==> config.mk <==
export PLATFORM = sky130hd
export DESIGN_NAME = tcc_timer16_capture
export DESIGN_NICKNAME = d
export VERILOG_FILES = /design/src/design/tcc_pkg.sv /design/src/design/tcc_timer16_capture.sv
export SDC_FILE = /design/constraint.sdc
export NUM_CORES = 1
export LEC_CHECK = 0
export BUFFER_PORTS_ARGS = -buffer_cell sky130_fd_sc_hd__buf_2
export CAP_MARGIN = 0
export CORE_MARGIN = 5
export CORE_UTILIZATION = 40
export DETAILED_ROUTE_END_ITERATION = 7
export PLACE_DENSITY_LB_ADDON = 0.1
export SYNTH_ARGS = -nofsm -noshare
export SYNTH_HDL_FRONTEND = slang
export SYNTH_SLANG_ARGS = --single-unit
==> constraint.sdc <==
create_clock -name aclk -period 4.8 [get_ports aclk]
set_input_delay 0.72 -clock aclk [delete_from_list [all_inputs] [get_ports aclk]]
set_output_delay 0.72 -clock aclk [all_outputs]
set_load 0.1 [all_outputs]
==> src/design/tcc_pkg.sv <==
package tcc_pkg;
  // register byte offsets, one aligned word per 8-bit location
  localparam logic [7:0] OFS_CTRL_A      = 8'h00;
  localparam logic [7:0] OFS_CTRL_B      = 8'h04;
  localparam logic [7:0] OFS_COUNT_LO    = 8'h08;
  localparam logic [7:0] OFS_COUNT_HI    = 8'h0c;
  localparam logic [7:0] OFS_CAPTURE_LO  = 8'h10;
  localparam logic [7:0] OFS_CAPTURE_HI  = 8'h14;
  localparam logic [7:0] OFS_COMPARE_ALO = 8'h18;
  localparam logic [7:0] OFS_COMPARE_AHI = 8'h1c;
  localparam logic [7:0] OFS_COMPARE_BLO = 8'h20;
  localparam logic [7:0] OFS_COMPARE_BHI = 8'h24;
  localparam logic [7:0] OFS_IRQ_MASK    = 8'h28;
  localparam logic [7:0] OFS_IRQ_FLAGS   = 8'h2c;
  localparam logic [7:0] OFS_CMP_CTRL    = 8'h30;

  // field positions
  localparam int CTRL_B_FILTER_BIT = 7;
  localparam int CTRL_B_EDGE_BIT   = 6;
  localparam int CTRL_B_MODE_LSB   = 3;
  localparam int CTRL_B_CLKSEL_LSB = 0;
  localparam int CTRL_A_MODE_LSB   = 0;
  localparam int IRQ_OVERFLOW_BIT  = 0;
  localparam int IRQ_CAPTURE_BIT   = 5;
  localparam int CMP_CAPSEL_BIT    = 2;

  // reset values
  localparam logic [7:0]  CTRL_RESET  = 8'h00;
  localparam logic [15:0] COUNT_RESET = 16'h0000;

  // counter limits
  localparam logic [15:0] COUNT_BOTTOM = 16'h0000;
  localparam logic [15:0] COUNT_MAX    = 16'hffff;
  localparam logic [15:0] TOP_8BIT     = 16'h00ff;
  localparam logic [15:0] TOP_9BIT     = 16'h01ff;
  localparam logic [15:0] TOP_10BIT    = 16'h03ff;

  // input conditioning depth
  localparam int SYNC_STAGES    = 3;
  localparam int FILTER_SAMPLES = 4;

  // axi answers
  localparam logic [1:0] RESP_OKAY   = 2'b00;
  localparam logic [1:0] RESP_SLVERR = 2'b10;
endpackage

==> src/design/tcc_timer16_capture.sv <==
`timescale 1ns/1ps
module tcc_timer16_capture (
  input  wire logic        aclk,
  input  wire logic        aresetn,
  input  wire logic [7:0]  s_axi_awaddr,
  input  wire logic        s_axi_awvalid,
  output logic             s_axi_awready,
  input  wire logic [31:0] s_axi_wdata,
  input  wire logic [3:0]  s_axi_wstrb,
  input  wire logic        s_axi_wvalid,
  output logic             s_axi_wready,
  output logic [1:0]       s_axi_bresp,
  output logic             s_axi_bvalid,
  input  wire logic        s_axi_bready,
  input  wire logic [7:0]  s_axi_araddr,
  input  wire logic        s_axi_arvalid,
  output logic             s_axi_arready,
  output logic [31:0]      s_axi_rdata,
  output logic [1:0]       s_axi_rresp,
  output logic             s_axi_rvalid,
  input  wire logic        s_axi_rready,
  input  wire logic        timer_tick,
  input  wire logic        capture_event_pin,
  input  wire logic        comparator_output,
  input  wire logic        overflow_irq_ack,
  input  wire logic        capture_irq_ack,
  output logic             overflow_irq,
  output logic             capture_irq,
  output logic             count_at_bottom
);
  localparam int SYNC_STAGES_L = tcc_pkg::SYNC_STAGES;
  logic [7:0]  timer_control_a;
  logic [7:0]  timer_control_b;
  logic [7:0]  irq_mask;
  logic [7:0]  comparator_ctrl_status;
  logic [15:0] count_value;
  logic [15:0] capture_value;
  logic [15:0] compare_a;
  logic [15:0] compare_b;
  logic [7:0]  temp_high;
  logic        overflow_flag;
  logic        capture_flag;
  logic        count_up;
  logic [7:0]  aw_addr;
  logic [7:0]  w_data;
  logic        w_strb0;
  logic        aw_held;
  logic        w_held;
  logic        rd_fire;
  logic        wr_fire;
  logic        wr_en;
  logic        cnt_lo_wr;
  logic [3:0]  waveform_mode_select;
  logic [2:0]  clock_source_select;
  logic        tick;
  logic        dual_slope;
  logic        fast_pwm;
  logic        capture_top_mode;
  logic [15:0] count_top;
  logic [15:0] next_count;
  logic        next_up;
  logic        ovf_event;
  logic        capture_event;
  logic [SYNC_STAGES_L-1:0] pin_sync;
  logic [SYNC_STAGES_L-1:0] cmp_sync;
  logic        pin_level;
  logic        cmp_level;
  logic        src_level;
  logic [tcc_pkg::FILTER_SAMPLES-2:0] filter_shift;
  logic [tcc_pkg::FILTER_SAMPLES-1:0] filter_window;
  logic        filtered;
  logic        edge_in;
  logic        edge_prev;
  logic [7:0]  ar_addr;

  // mode is split across both control registers
  assign waveform_mode_select = {timer_control_b[tcc_pkg::CTRL_B_MODE_LSB +: 2],
                                 timer_control_a[tcc_pkg::CTRL_A_MODE_LSB +: 2]};
  assign clock_source_select = timer_control_b[tcc_pkg::CTRL_B_CLKSEL_LSB +: 3];
  assign tick = timer_tick & (clock_source_select != 3'h0);
  assign wr_en = wr_fire & w_strb0;
  assign cnt_lo_wr = wr_en & (aw_addr == tcc_pkg::OFS_COUNT_LO);

  // write fires once address and data are both held; a read in the same cycle goes first
  assign rd_fire = s_axi_arvalid & s_axi_arready;
  assign ar_addr = {s_axi_araddr[7:2], 2'b00}; // low address bits ignored, as on the write side
  assign wr_fire = aw_held & w_held & ~s_axi_bvalid & ~rd_fire;

  // mode classes and top value
  always_comb
  begin
    dual_slope = 1'b0;
    fast_pwm = 1'b0;
    capture_top_mode = 1'b0;
    count_top = tcc_pkg::COUNT_MAX;
    case (waveform_mode_select)
      4'h1: begin dual_slope = 1'b1; count_top = tcc_pkg::TOP_8BIT; end
      4'h2: begin dual_slope = 1'b1; count_top = tcc_pkg::TOP_9BIT; end
      4'h3: begin dual_slope = 1'b1; count_top = tcc_pkg::TOP_10BIT; end
      4'h4: count_top = compare_a;
      4'h5: begin fast_pwm = 1'b1; count_top = tcc_pkg::TOP_8BIT; end
      4'h6: begin fast_pwm = 1'b1; count_top = tcc_pkg::TOP_9BIT; end
      4'h7: begin fast_pwm = 1'b1; count_top = tcc_pkg::TOP_10BIT; end
      4'h8, 4'ha: begin dual_slope = 1'b1; capture_top_mode = 1'b1; count_top = capture_value; end
      4'h9, 4'hb: begin dual_slope = 1'b1; count_top = compare_a; end
      4'hc: begin capture_top_mode = 1'b1; count_top = capture_value; end
      4'he: begin fast_pwm = 1'b1; capture_top_mode = 1'b1; count_top = capture_value; end
      4'hf: begin fast_pwm = 1'b1; count_top = compare_a; end
      default: count_top = tcc_pkg::COUNT_MAX; // normal and reserved
    endcase
  end

  // next counter value; the cpu write is applied last so it wins
  always_comb
  begin
    next_count = count_value;
    next_up = count_up;
    if (tick)
    begin
      if (dual_slope)
      begin
        if (count_up && count_value >= count_top)
        begin
          next_up = 1'b0;
          next_count = count_value - 16'h0001;
        end
        else if (!count_up && count_value == tcc_pkg::COUNT_BOTTOM)
        begin
          next_up = 1'b1;
          next_count = 16'h0001;
        end
        else if (count_up)
          next_count = count_value + 16'h0001;
        else
          next_count = count_value - 16'h0001;
      end
      else if (count_value >= count_top)
        next_count = tcc_pkg::COUNT_BOTTOM;
      else
        next_count = count_value + 16'h0001;
    end
    if (cnt_lo_wr)
      next_count = {temp_high, w_data};
  end

  // overflow: bottom in dual slope, top in fast pwm, max otherwise
  assign ovf_event = tick & (dual_slope ? (count_value == tcc_pkg::COUNT_BOTTOM && !count_up) :
                     fast_pwm ? (count_value == count_top) : (count_value == tcc_pkg::COUNT_MAX));

  // counter state and bottom status
  always_ff @(posedge aclk)
  begin
    if (!aresetn)
    begin
      count_value <= tcc_pkg::COUNT_RESET;
      count_up <= 1'b1;
      count_at_bottom <= 1'b1;
    end
    else
    begin
      count_value <= next_count;
      count_up <= next_up;
      count_at_bottom <= (next_count == tcc_pkg::COUNT_BOTTOM);
    end
  end

  // three-stage synchronisers; stage 0 feeds only stage 1
  always_ff @(posedge aclk)
  begin
    if (!aresetn)
    begin
      pin_sync <= '0;
      cmp_sync <= '0;
      pin_level <= 1'b0;
      cmp_level <= 1'b0;
    end
    else
    begin
      pin_sync <= {pin_sync[SYNC_STAGES_L-2:0], capture_event_pin};
      cmp_sync <= {cmp_sync[SYNC_STAGES_L-2:0], comparator_output};
      if (pin_sync[1] == pin_sync[2])
        pin_level <= pin_sync[2];
      if (cmp_sync[1] == cmp_sync[2])
        cmp_level <= cmp_sync[2];
    end
  end

  assign src_level = comparator_ctrl_status[tcc_pkg::CMP_CAPSEL_BIT] ? cmp_level : pin_level;

  // the live sample is the fourth of the window, so a steady change shows exactly four cycles late
  assign filter_window = {filter_shift, src_level};

  // noise filter on the system clock, never on the tick
  always_ff @(posedge aclk)
  begin
    if (!aresetn)
    begin
      filter_shift <= '0;
      filtered <= 1'b0;
    end
    else
    begin
      filter_shift <= filter_window[tcc_pkg::FILTER_SAMPLES-2:0];
      if (&filter_window)
        filtered <= 1'b1;
      else if (~|filter_window)
        filtered <= 1'b0;
    end
  end

  assign edge_in = timer_control_b[tcc_pkg::CTRL_B_FILTER_BIT] ? filtered : src_level;
  // edge select bit: 1 rising, 0 falling; input ignored while capture defines top
  assign capture_event = ~capture_top_mode & (edge_in != edge_prev) &
                         (edge_in == timer_control_b[tcc_pkg::CTRL_B_EDGE_BIT]);

  always_ff @(posedge aclk)
  begin
    if (!aresetn)
      edge_prev <= 1'b0;
    else
      edge_prev <= edge_in;
  end

  // capture register: hardware copy, or cpu top value in capture-top modes
  always_ff @(posedge aclk)
  begin
    if (!aresetn)
      capture_value <= tcc_pkg::COUNT_RESET;
    else if (capture_event)
      capture_value <= count_value;
    else if (wr_en && aw_addr == tcc_pkg::OFS_CAPTURE_LO && capture_top_mode)
      capture_value <= {temp_high, w_data};
  end

  // flags: a set in the clearing cycle wins
  always_ff @(posedge aclk)
  begin
    if (!aresetn)
    begin
      overflow_flag <= 1'b0;
      capture_flag <= 1'b0;
    end
    else
    begin
      if (ovf_event)
        overflow_flag <= 1'b1;
      else if (overflow_irq_ack || (wr_en && aw_addr == tcc_pkg::OFS_IRQ_FLAGS &&
               w_data[tcc_pkg::IRQ_OVERFLOW_BIT]))
        overflow_flag <= 1'b0;
      if (capture_event)
        capture_flag <= 1'b1;
      else if (capture_irq_ack || (wr_en && aw_addr == tcc_pkg::OFS_IRQ_FLAGS &&
               w_data[tcc_pkg::IRQ_CAPTURE_BIT]))
        capture_flag <= 1'b0;
    end
  end

  // interrupt requests gated by the mask
  always_ff @(posedge aclk)
  begin
    if (!aresetn)
    begin
      overflow_irq <= 1'b0;
      capture_irq <= 1'b0;
    end
    else
    begin
      overflow_irq <= overflow_flag & irq_mask[tcc_pkg::IRQ_OVERFLOW_BIT];
      capture_irq <= capture_flag & irq_mask[tcc_pkg::IRQ_CAPTURE_BIT];
    end
  end

  // shared temp: high-byte writes load it, count and capture low-byte reads latch into it
  always_ff @(posedge aclk)
  begin
    if (!aresetn)
      temp_high <= 8'h00;
    else if (rd_fire && ar_addr == tcc_pkg::OFS_COUNT_LO)
      temp_high <= count_value[15:8];
    else if (rd_fire && ar_addr == tcc_pkg::OFS_CAPTURE_LO)
      temp_high <= capture_value[15:8];
    else if (wr_en && (aw_addr == tcc_pkg::OFS_COUNT_HI || aw_addr == tcc_pkg::OFS_CAPTURE_HI ||
             aw_addr == tcc_pkg::OFS_COMPARE_AHI || aw_addr == tcc_pkg::OFS_COMPARE_BHI))
      temp_high <= w_data;
  end

  // plain control and compare registers
  always_ff @(posedge aclk)
  begin
    if (!aresetn)
    begin
      timer_control_a <= tcc_pkg::CTRL_RESET;
      timer_control_b <= tcc_pkg::CTRL_RESET;
      irq_mask <= tcc_pkg::CTRL_RESET;
      comparator_ctrl_status <= tcc_pkg::CTRL_RESET;
      compare_a <= tcc_pkg::COUNT_RESET;
      compare_b <= tcc_pkg::COUNT_RESET;
    end
    else if (wr_en)
    begin
      case (aw_addr)
        tcc_pkg::OFS_CTRL_A: timer_control_a <= w_data;
        tcc_pkg::OFS_CTRL_B: timer_control_b <= w_data;
        tcc_pkg::OFS_IRQ_MASK: irq_mask <= w_data;
        tcc_pkg::OFS_CMP_CTRL: comparator_ctrl_status <= w_data;
        tcc_pkg::OFS_COMPARE_ALO: compare_a <= {temp_high, w_data};
        tcc_pkg::OFS_COMPARE_BLO: compare_b <= {temp_high, w_data};
        default: ;
      endcase
    end
  end

  // axi write channels: each handshake latched on its own, in any order
  always_ff @(posedge aclk)
  begin
    if (!aresetn)
    begin
      s_axi_awready <= 1'b1;
      s_axi_wready <= 1'b1;
      aw_held <= 1'b0;
      w_held <= 1'b0;
      aw_addr <= 8'h00;
      w_data <= 8'h00;
      w_strb0 <= 1'b0;
      s_axi_bvalid <= 1'b0;
      s_axi_bresp <= tcc_pkg::RESP_OKAY;
    end
    else
    begin
      if (s_axi_awvalid && s_axi_awready)
      begin
        aw_addr <= {s_axi_awaddr[7:2], 2'b00};
        aw_held <= 1'b1;
        s_axi_awready <= 1'b0;
      end
      if (s_axi_wvalid && s_axi_wready)
      begin
        w_data <= s_axi_wdata[7:0];
        w_strb0 <= s_axi_wstrb[0];
        w_held <= 1'b1;
        s_axi_wready <= 1'b0;
      end
      if (wr_fire)
      begin
        aw_held <= 1'b0;
        w_held <= 1'b0;
        s_axi_bvalid <= 1'b1;
        s_axi_bresp <= (aw_addr <= tcc_pkg::OFS_CMP_CTRL) ? tcc_pkg::RESP_OKAY : tcc_pkg::RESP_SLVERR;
      end
      else if (s_axi_bvalid && s_axi_bready)
      begin
        s_axi_bvalid <= 1'b0;
        s_axi_awready <= 1'b1;
        s_axi_wready <= 1'b1;
      end
    end
  end

  // axi read: data one cycle after the address is taken
  always_ff @(posedge aclk)
  begin
    if (!aresetn)
    begin
      s_axi_arready <= 1'b1;
      s_axi_rvalid <= 1'b0;
      s_axi_rdata <= 32'h00000000;
      s_axi_rresp <= tcc_pkg::RESP_OKAY;
    end
    else if (rd_fire)
    begin
      s_axi_arready <= 1'b0;
      s_axi_rvalid <= 1'b1;
      s_axi_rresp <= tcc_pkg::RESP_OKAY;
      case (ar_addr)
        tcc_pkg::OFS_CTRL_A: s_axi_rdata <= {24'h000000, timer_control_a};
        tcc_pkg::OFS_CTRL_B: s_axi_rdata <= {24'h000000, timer_control_b};
        tcc_pkg::OFS_COUNT_LO: s_axi_rdata <= {24'h000000, count_value[7:0]};
        tcc_pkg::OFS_COUNT_HI, tcc_pkg::OFS_CAPTURE_HI: s_axi_rdata <= {24'h000000, temp_high};
        tcc_pkg::OFS_CAPTURE_LO: s_axi_rdata <= {24'h000000, capture_value[7:0]};
        tcc_pkg::OFS_COMPARE_ALO: s_axi_rdata <= {24'h000000, compare_a[7:0]};
        tcc_pkg::OFS_COMPARE_AHI: s_axi_rdata <= {24'h000000, compare_a[15:8]};
        tcc_pkg::OFS_COMPARE_BLO: s_axi_rdata <= {24'h000000, compare_b[7:0]};
        tcc_pkg::OFS_COMPARE_BHI: s_axi_rdata <= {24'h000000, compare_b[15:8]};
        tcc_pkg::OFS_IRQ_MASK: s_axi_rdata <= {24'h000000, irq_mask};
        tcc_pkg::OFS_IRQ_FLAGS: s_axi_rdata <= {26'h0000000, capture_flag, 4'h0, overflow_flag};
        tcc_pkg::OFS_CMP_CTRL: s_axi_rdata <= {24'h000000, comparator_ctrl_status};
        default:
        begin
          s_axi_rdata <= 32'h00000000;
          s_axi_rresp <= tcc_pkg::RESP_SLVERR;
        end
      endcase
    end
    else if (s_axi_rvalid && s_axi_rready)
    begin
      s_axi_rvalid <= 1'b0;
      s_axi_arready <= 1'b1;
    end
  end

  // checks
  a_capture_copy: assert property (@(posedge aclk) disable iff (!aresetn)
    capture_event |=> capture_value == $past(count_value)) else $error("capture missed counter");
  a_capture_flag_sets: assert property (@(posedge aclk) disable iff (!aresetn)
    capture_event |=> capture_flag && capture_value == $past(count_value)) else $error("flag late");
  a_count_write_wins: assert property (@(posedge aclk) disable iff (!aresetn)
    cnt_lo_wr |=> count_value == {$past(temp_high), $past(w_data)}) else $error("count write lost");
  a_stopped_holds: assert property (@(posedge aclk) disable iff (!aresetn)
    clock_source_select == 3'h0 && !cnt_lo_wr |=> $stable(count_value)) else $error("stopped moved");
  a_normal_step: assert property (@(posedge aclk) disable iff (!aresetn)
    tick && !cnt_lo_wr && waveform_mode_select == 4'h0 |=> count_value == $past(count_value) + 16'h0001)
    else $error("bad step");
  a_bottom_tracks: assert property (@(posedge aclk) disable iff (!aresetn)
    count_at_bottom == (count_value == tcc_pkg::COUNT_BOTTOM)) else $error("bottom wrong");
  a_filter_agree: assert property (@(posedge aclk) disable iff (!aresetn)
    filter_window != '1 && filter_window != '0 |=> $stable(filtered)) else $error("filter glitch");
  a_top_mode_quiet: assert property (@(posedge aclk) disable iff (!aresetn)
    capture_top_mode && !capture_flag |=> !capture_flag) else $error("capture in top mode");
  a_overflow_sets: assert property (@(posedge aclk) disable iff (!aresetn)
    ovf_event |=> overflow_flag ##1 (overflow_irq == irq_mask[tcc_pkg::IRQ_OVERFLOW_BIT] || !overflow_flag))
    else $error("overflow lost");
  a_capture_irq: assert property (@(posedge aclk) disable iff (!aresetn)
    capture_event && irq_mask[tcc_pkg::IRQ_CAPTURE_BIT] |=> ##1 capture_irq) else $error("no irq");
endmodule // tcc_timer16_capture

Word-level counts from Yosys, hierarchy flattened
Cells that the tools add are included.
{"block": "totals", "register_bits": 181, "in_bits": 64}
{"block": "op_classes", "addsub": 2, "n_lt_le_gt_ge": 2, "n_eq_ne": 45, "mux": 43, "bitwise_logic": 16, "n_reduce_logical": 51}
{"operator": "16-bit 2-to-1 mux", "count": 9}
{"operator": "8-bit one-hot mux with 12 select lines", "count": 1}
{"operator": "16-bit one-hot mux with 5 select lines", "count": 1}
{"operator": "6-bit by 4-bit equality test with 1-bit output (second input constant)", "count": 10}
{"operator": "6-bit by 3-bit equality test with 1-bit output (second input constant)", "count": 8}
{"operator": "16-bit logical NOT", "count": 2}
{"operator": "4-bit equality test (second input constant)", "count": 7}
{"operator": "1-bit 2-to-1 mux", "count": 27}
{"operator": "6-bit by 2-bit equality test with 1-bit output (second input constant)", "count": 4}
{"operator": "8-bit 2-to-1 mux", "count": 3}
{"operator": "16-bit by 1-bit adder with 16-bit output (second input constant)", "count": 1}
{"operator": "16-bit equality test", "count": 1}
{"operator": "16-bit equality test (second input constant)", "count": 1}
{"operator": "4-bit by 3-bit equality test with 1-bit output (second input constant)", "count": 4}
{"operator": "16-bit >= comparator", "count": 1}
{"operator": "8-bit logical NOT", "count": 2}
{"operator": "16-bit by 1-bit subtractor with 16-bit output (second input constant)", "count": 1}
{"operator": "1-bit logical AND", "count": 14}
{"operator": "13-bit OR reduction", "count": 1}
{"operator": "1-bit AND", "count": 12}
{"operator": "6-bit by 1-bit equality test with 1-bit output (second input constant)", "count": 2}
{"operator": "2-bit AND reduction", "count": 6}
{"operator": "2-bit nonzero test", "count": 6}
{"operator": "4-bit OR reduction", "count": 3}
{"operator": "16 further kinds", "count": 32}

Depth between registers and ports, before layout
{"block": "logic_depth", "word_depth": 10, "depth_mapped": 18}

Worst setup path after synthesis
OpenSTA, ideal clock, no wires.
{"block": "synth_timing", "path_kind": "reg-to-reg", "from": "register timer_control_b[3]", "to": "register count_at_bottom", "arrival_time_ns": 3.875, "required_time_ns": 4.704, "slack_ns": 0.829, "stages_incl_launch_ff": 19, "synth_period_minus_slack_ns": 3.971, "cell_sequence": "dfxtp_1 > clkbuf_1 > nor2b_1 > and2_0 > clkbuf_1 > a21oi_1 > o21ai_0 > a21oi_1 > ha_1 > nand4_1 > or3_4 > nor4_4 > or3_1 > buf_4 > mux2i_1 > o211ai_1 > a221oi_2 > nand4_1 > o41ai_2"}
{"block": "synth_via", "elab_chain_len": 10}
{"element": "from (decl)", "line": "tcc_timer16_capture.sv:33", "text": "logic [7:0] timer_control_b;"}
{"element": "from (signal assigned)", "line": "tcc_timer16_capture.sv:293", "text": "timer_control_b <= tcc_pkg::CTRL_RESET;"}
{"element": "from (signal assigned)", "line": "tcc_timer16_capture.sv:303", "text": "tcc_pkg::OFS_CTRL_B: timer_control_b <= w_data;"}
{"element": "4-bit equality test (tied with other cells)", "line": "tcc_timer16_capture.sv:96", "text": "case (waveform_mode_select)"}
{"element": "4-bit OR reduction (no line) or 2-bit OR reduction (tied branches)"}
{"element": "16-bit one-hot mux with 5 select lines", "line": "tcc_timer16_capture.sv:96"}
{"element": "16-bit >= comparator", "line": "tcc_timer16_capture.sv:122, tcc_timer16_capture.sv:137"}
{"element": "1-bit logical AND", "line": "tcc_timer16_capture.sv:122", "text": "if (count_up && count_value >= count_top)"}
{"element": "16-bit 2-to-1 mux", "line": "tcc_timer16_capture.sv:122"}
{"element": "16-bit 2-to-1 mux (*)", "line": "tcc_timer16_capture.sv:120", "text": "if (dual_slope)"}
{"element": "16-bit 2-to-1 mux (*)", "line": "tcc_timer16_capture.sv:118", "text": "if (tick)"}
{"element": "16-bit 2-to-1 mux (*)", "line": "tcc_timer16_capture.sv:142", "text": "if (cnt_lo_wr)"}
{"element": "16-bit logical NOT (*)", "line": "tcc_timer16_capture.sv:163", "text": "count_at_bottom <= (next_count == tcc_pkg::COUNT_BOTTOM);"}
{"element": "to (signal assigned)", "line": "tcc_timer16_capture.sv:163"}
{"element": "to (decl)", "line": "tcc_timer16_capture.sv:29", "text": "output logic count_at_bottom"}
Mark *: on every way between the ends. The rest lies on a longest branch, timed or not.
A chain may end at the register's enable or synchronous reset.

Worst setup path after layout
{"block": "layout_timing", "from": "register timer_control_a[0]", "to": "register count_at_bottom"}
{"block": "layout_via", "elab_chain_len": 10}
{"element": "from (decl)", "line": "tcc_timer16_capture.sv:32", "text": "logic [7:0] timer_control_a;"}
{"element": "from (signal assigned)", "line": "tcc_timer16_capture.sv:292", "text": "timer_control_a <= tcc_pkg::CTRL_RESET;"}
{"element": "from (signal assigned)", "line": "tcc_timer16_capture.sv:302", "text": "tcc_pkg::OFS_CTRL_A: timer_control_a <= w_data;"}
{"element": "4-bit equality test (tied with other cells)", "line": "tcc_timer16_capture.sv:96"}
{"element": "4-bit OR reduction (no line) or 2-bit OR reduction (tied branches)"}
{"element": "16-bit one-hot mux with 5 select lines", "line": "tcc_timer16_capture.sv:96"}
{"element": "16-bit >= comparator", "line": "tcc_timer16_capture.sv:122, tcc_timer16_capture.sv:137"}
{"element": "1-bit logical AND", "line": "tcc_timer16_capture.sv:122"}
{"element": "16-bit 2-to-1 mux", "line": "tcc_timer16_capture.sv:122"}
{"element": "16-bit 2-to-1 mux (*)", "line": "tcc_timer16_capture.sv:120"}
{"element": "16-bit 2-to-1 mux (*)", "line": "tcc_timer16_capture.sv:118"}
{"element": "16-bit 2-to-1 mux (*)", "line": "tcc_timer16_capture.sv:142"}
{"element": "16-bit logical NOT (*)", "line": "tcc_timer16_capture.sv:163"}
Marks and branches as above.

==> summary by stage <==
Outcome
The run finished with clean final reports.

Layout
The filler cells instantiated in the layout total ~2200. 0 antenna diodes ended up in the layout. The final layout contains roughly 1200 nets.

Compared with the post-synthesis result, the final layout area differs by 11.62%. In the final layout, the share of cells above drive strength 1 is 0.1323.

Logic synthesis
By count the netlist is led by sky130_fd_sc_hd__dfxtp_1 (155), sky130_fd_sc_hd__nor2_1 (152), sky130_fd_sc_hd__nand2_1 (109). The synthesized area per cell is 8.043 sq um. The largest total area in the synthesized netlist belongs to sky130_fd_sc_hd__dfxtp_1.

The proportion of synthesized flip-flops having asynchronous set or reset is 0. Synthesis produced ~1100 cells. sky130_fd_sc_hd__dfxtp_1 is the most common cell in the netlist. The number of different library cells used by synthesis comes to 74. Yosys mapped a number of flops with a built-in enable equal to 0.

For this run, the number of Yosys warnings is 0. In this run, synthesis produced a sequential element count of 155. The sequential fraction of the synthesis area is 0.3494.

The dominant register cell in the synthesized netlist is sky130_fd_sc_hd__dfxtp_1. The area share of the largest cell type after synthesis is 0.3494. Sorting the synthesized cells by area gives the leading types as sky130_fd_sc_hd__dfxtp_1 (35%), sky130_fd_sc_hd__mux2i_1 (10%), sky130_fd_sc_hd__nor2_1 (6.4%).

The total standard cell area after synthesis is 8880 sq um.

Pwr
Summing internal, switching and leakage power gives ~2.9 mW. The power per unit of standard cell area is between 200 and 300 nW/um^2. The worst-case IR drop observed on VDD is 0.0002479 V. The total leakage power is 4.329 nW.

Global route
In the global route stage, met2 resource usage came out at 0.3693. The global-route usage over all layers is 0.2350. The first-pass GRT wire length is ~47000 um. The total overflow reported by the global router is 0. The number of antenna violations at the first check in global routing is 0. The largest net degree at the start of global routing is 54. In the global route stage, met1 resource usage came out at 0.3248. met2 is the most crowded layer. The number of global-route vias before repair was approximately 7900. In the global route stage, met3 resource usage came out at 0.04789.

STA
The worst max-slew margin expressed relative to the limit is 0.1056. Setup repair after global routing left no endpoint under its margin. The routed design could run at a clock period as short as roughly 4500 ps. Setup violations remaining at the end of the flow were counted as 0. Dividing the final minimum period by the clock period gives 0.9307. The final hold violation count came to 0. The number of slew-limit violations in the final report is 0. The maximum clock rate is around 0.22 GHz. For the pin with the worst max-slew slack, the measured transition is around 1300 ps. The worst clock skew is roughly 12 ps. The final total negative setup slack is 0 ps.

Routing
In this run, the number of DRC markers left after iteration 0 of detailed routing was roughly 840. Using the TritonRoute via totals, the vias-per-cell ratio works out to about 5.9. The wire length per cell after detailed routing is between 20 and 25 um. After detailed routing, the total wire length is around 31000 um.

The vias after detailed routing is between 8000 and 9000. For this run, design rule violations remaining after detail routing come to 0. The first detailed-routing pass ran for 6 iterations. Once detail routing completed, the nets flagged for antenna violations numbered 0.

Worst setup path
Together, buffers and inverters on the worst path number 0. In this design, the stage delay of the slowest critical-path cell is about 460 ps. The largest individual stage delay along the critical path comes from the cell sky130_fd_sc_hd__or3_4. STA puts the critical path data required time at around 5100 ps.

Among the stages of the critical path, the cell type that occurs most often is sky130_fd_sc_hd__nand4_1. Data on the critical path arrives at its endpoint at approximately 4800 ps. By startpoint and endpoint, the worst setup path is classified as flip-flop to flip-flop. STA classifies the critical path startpoint as a flip-flop. The sort of element at the end of the critical path is a flip-flop.

The kind of cell with the highest combined delay along the critical path is simple AND/OR/NAND/NOR gates. The signal on the critical path passes through nor3_1 -> nand2b_1 -> a21oi_1 -> ha_1 -> nand4_1 -> or3_4 -> nor4_4 -> or3_1 -> mux2i_1 -> o211ai_1 -> a221oi_2 -> nand4_1 -> o41ai_2. Of all nets on the critical path, the largest fanout is 10.

Placement
The final weighted congestion of routability-driven global placement is between 0.9 and 1. The count of input and output buffers is 50. The placed wire-length estimate is ~22000 um.

Clock network
The total clock buffers created by CTS is 17. The hold buffer count at CTS is 0. The later pin in the worst-skew pair is clocked with a latency of 430 ps. The post-CTS resize count is 0. The number of post-CTS setup repair buffers is 0. The number of buffers on the longest clock path is 2. After clock tree synthesis, the clock-pin slew on the worst setup and hold paths is approximately 70 ps. The CTS root buffer is sky130_fd_sc_hd__clkbuf_16. TritonCTS built the clock tree. The number of clock sinks is 155.

The depth of the CTS H-tree is 4.

Hold path
The tightest min-delay check is of the flip-flop to flip-flop type.

Die
The floorplan step defined a die boundary enclosing between 20000 and 30000 sq um. The total core area is around 22000 sq um. The vertical die dimension is roughly 160 um. Row generation in the floorplan step produced 54 rows.

The number of top-level design ports is 108. The initial utilization of the core area, before any placement, comes to 0.4069. The die boundary width is around 160 um.

Job
The count of maximum capacitance violations is 0.
## per-layer routing
metal	vias to the layer above	share of wire
met4	0	0.026
met5	-	0
met1	3948	0.45
met3	56	0.068
li1	3999	-
met2	319	0.45
## worst paths after layout
| path | slack [ps] | cells after the start | startpoint | to |
|---|---|---|---|---|
| setup / recovery | 330 | 13 | timer_control_a[0] | count_at_bottom |
| hold / removal | 430 | 1 | pin_sync[0] | pin_sync[1] |
| setup reg to reg | 330 | 13 | timer_control_a[0] | count_at_bottom |
| hold reg to reg | 430 | 1 | pin_sync[0] | pin_sync[1] |
## metrics by stage
step | hold WS (ps) | instance area (sq um) | cells | util | setup slack (ps)
CTS | 435.8 | 9912 | 1421 | 0.4542 | 340.0
finish | 433.2 | 9912 | 1421 | 0.4542 | 332.7
detailed placement | 420.9 | 9348 | 1390 | 0.4283 | 388.5
global placement | 413.4 | 9348 | 1390 | 0.4283 | 398.1
floorplan | 411.9 | 8974 | 1129 | - | 829.1
global route | 441.5 | 9912 | 1421 | 0.4542 | 7.560
## power by group
part	switching, mW	internal, mW	total (mW)
Clock	0.619	0.698	1.32
Sequential	0.0332	1.30	1.33
Combinational	0.191	0.0368	0.228
## worst reg2reg max path: cells and delay by family, from the launching register on
kind	cells	cell delay [ps]
compound gates	4	910
fa+ha+maj	1	300
flops	1	420
mux	1	250
simple gates	7	2500
## logic make-up (layout without fill, tap and decap cells)
| family | after synthesis | count (layout) | synth area share |
|---|---|---|---|
| adder cells (fa/ha/maj) | 18 | 18 | 0.02536 |
| XOR/XNOR | 18 | 18 | 0.01775 |
| AO/OA/AOI/OAI | 252 | 252 | 0.1888 |
| AND/OR/NAND/NOR | 442 | 442 | 0.2443 |
| other | 1 | 26 | 0.0004223 |
| multiplexers | 95 | 95 | 0.1079 |
| flip-flops | 155 | 155 | 0.3494 |
| buffers and inverters | 123 | 135 | 0.06594 |
## sequential cells by signal (all words and copies together) (netlist names), 3 cells and up
register                cells
temp_high                   8
aw_addr                     6
timer_control_b             8
timer_control_a             8
count_value                16
pin_sync                    3
capture_value              16
compare_a                  16
cmp_sync                    3
comparator_ctrl_status      8
filter_shift                3
irq_mask                    8
s_axi_rdata                 8
compare_b                  16
w_data                      8
## area by class of cell
class | instances | area [sq um] | area share
tap | 280 | 350.3 | 0.03534
multi-input combinational | 851 | 5285 | 0.5332
timing repair buffer | 91 | 558.0 | 0.05630
inverter | 13 | 51.30 | 0.005175
clock inverter | 13 | 125.1 | 0.01262
sequential | 155 | 3103 | 0.3131
clock buffer | 18 | 439.2 | 0.04431
## layout by cell type (no fill, tap or decap), types with 8 or more instances in the layout
master	count
sky130_fd_sc_hd__a211oi_1	26
sky130_fd_sc_hd__a21oi_1	84
sky130_fd_sc_hd__a221oi_1	10
sky130_fd_sc_hd__a222oi_1	8
sky130_fd_sc_hd__a22oi_1	18
sky130_fd_sc_hd__a31oi_1	10
sky130_fd_sc_hd__and2_1	21
sky130_fd_sc_hd__and3_1	18
sky130_fd_sc_hd__buf_2	50
sky130_fd_sc_hd__buf_4	41
sky130_fd_sc_hd__clkbuf_16	17
sky130_fd_sc_hd__conb_1	26
sky130_fd_sc_hd__dfxtp_1	155
sky130_fd_sc_hd__ha_1	18
sky130_fd_sc_hd__inv_1	11
sky130_fd_sc_hd__mux2i_1	89
sky130_fd_sc_hd__nand2_1	109
sky130_fd_sc_hd__nand3_1	30
sky130_fd_sc_hd__nand4_1	20
sky130_fd_sc_hd__nor2_1	152
sky130_fd_sc_hd__nor3_1	24
sky130_fd_sc_hd__nor4_1	9
sky130_fd_sc_hd__o211ai_1	8
sky130_fd_sc_hd__o21ai_0	40
sky130_fd_sc_hd__o22ai_1	13
sky130_fd_sc_hd__or3_1	11
sky130_fd_sc_hd__xnor2_1	12
(Power assumes the default switching activity.)
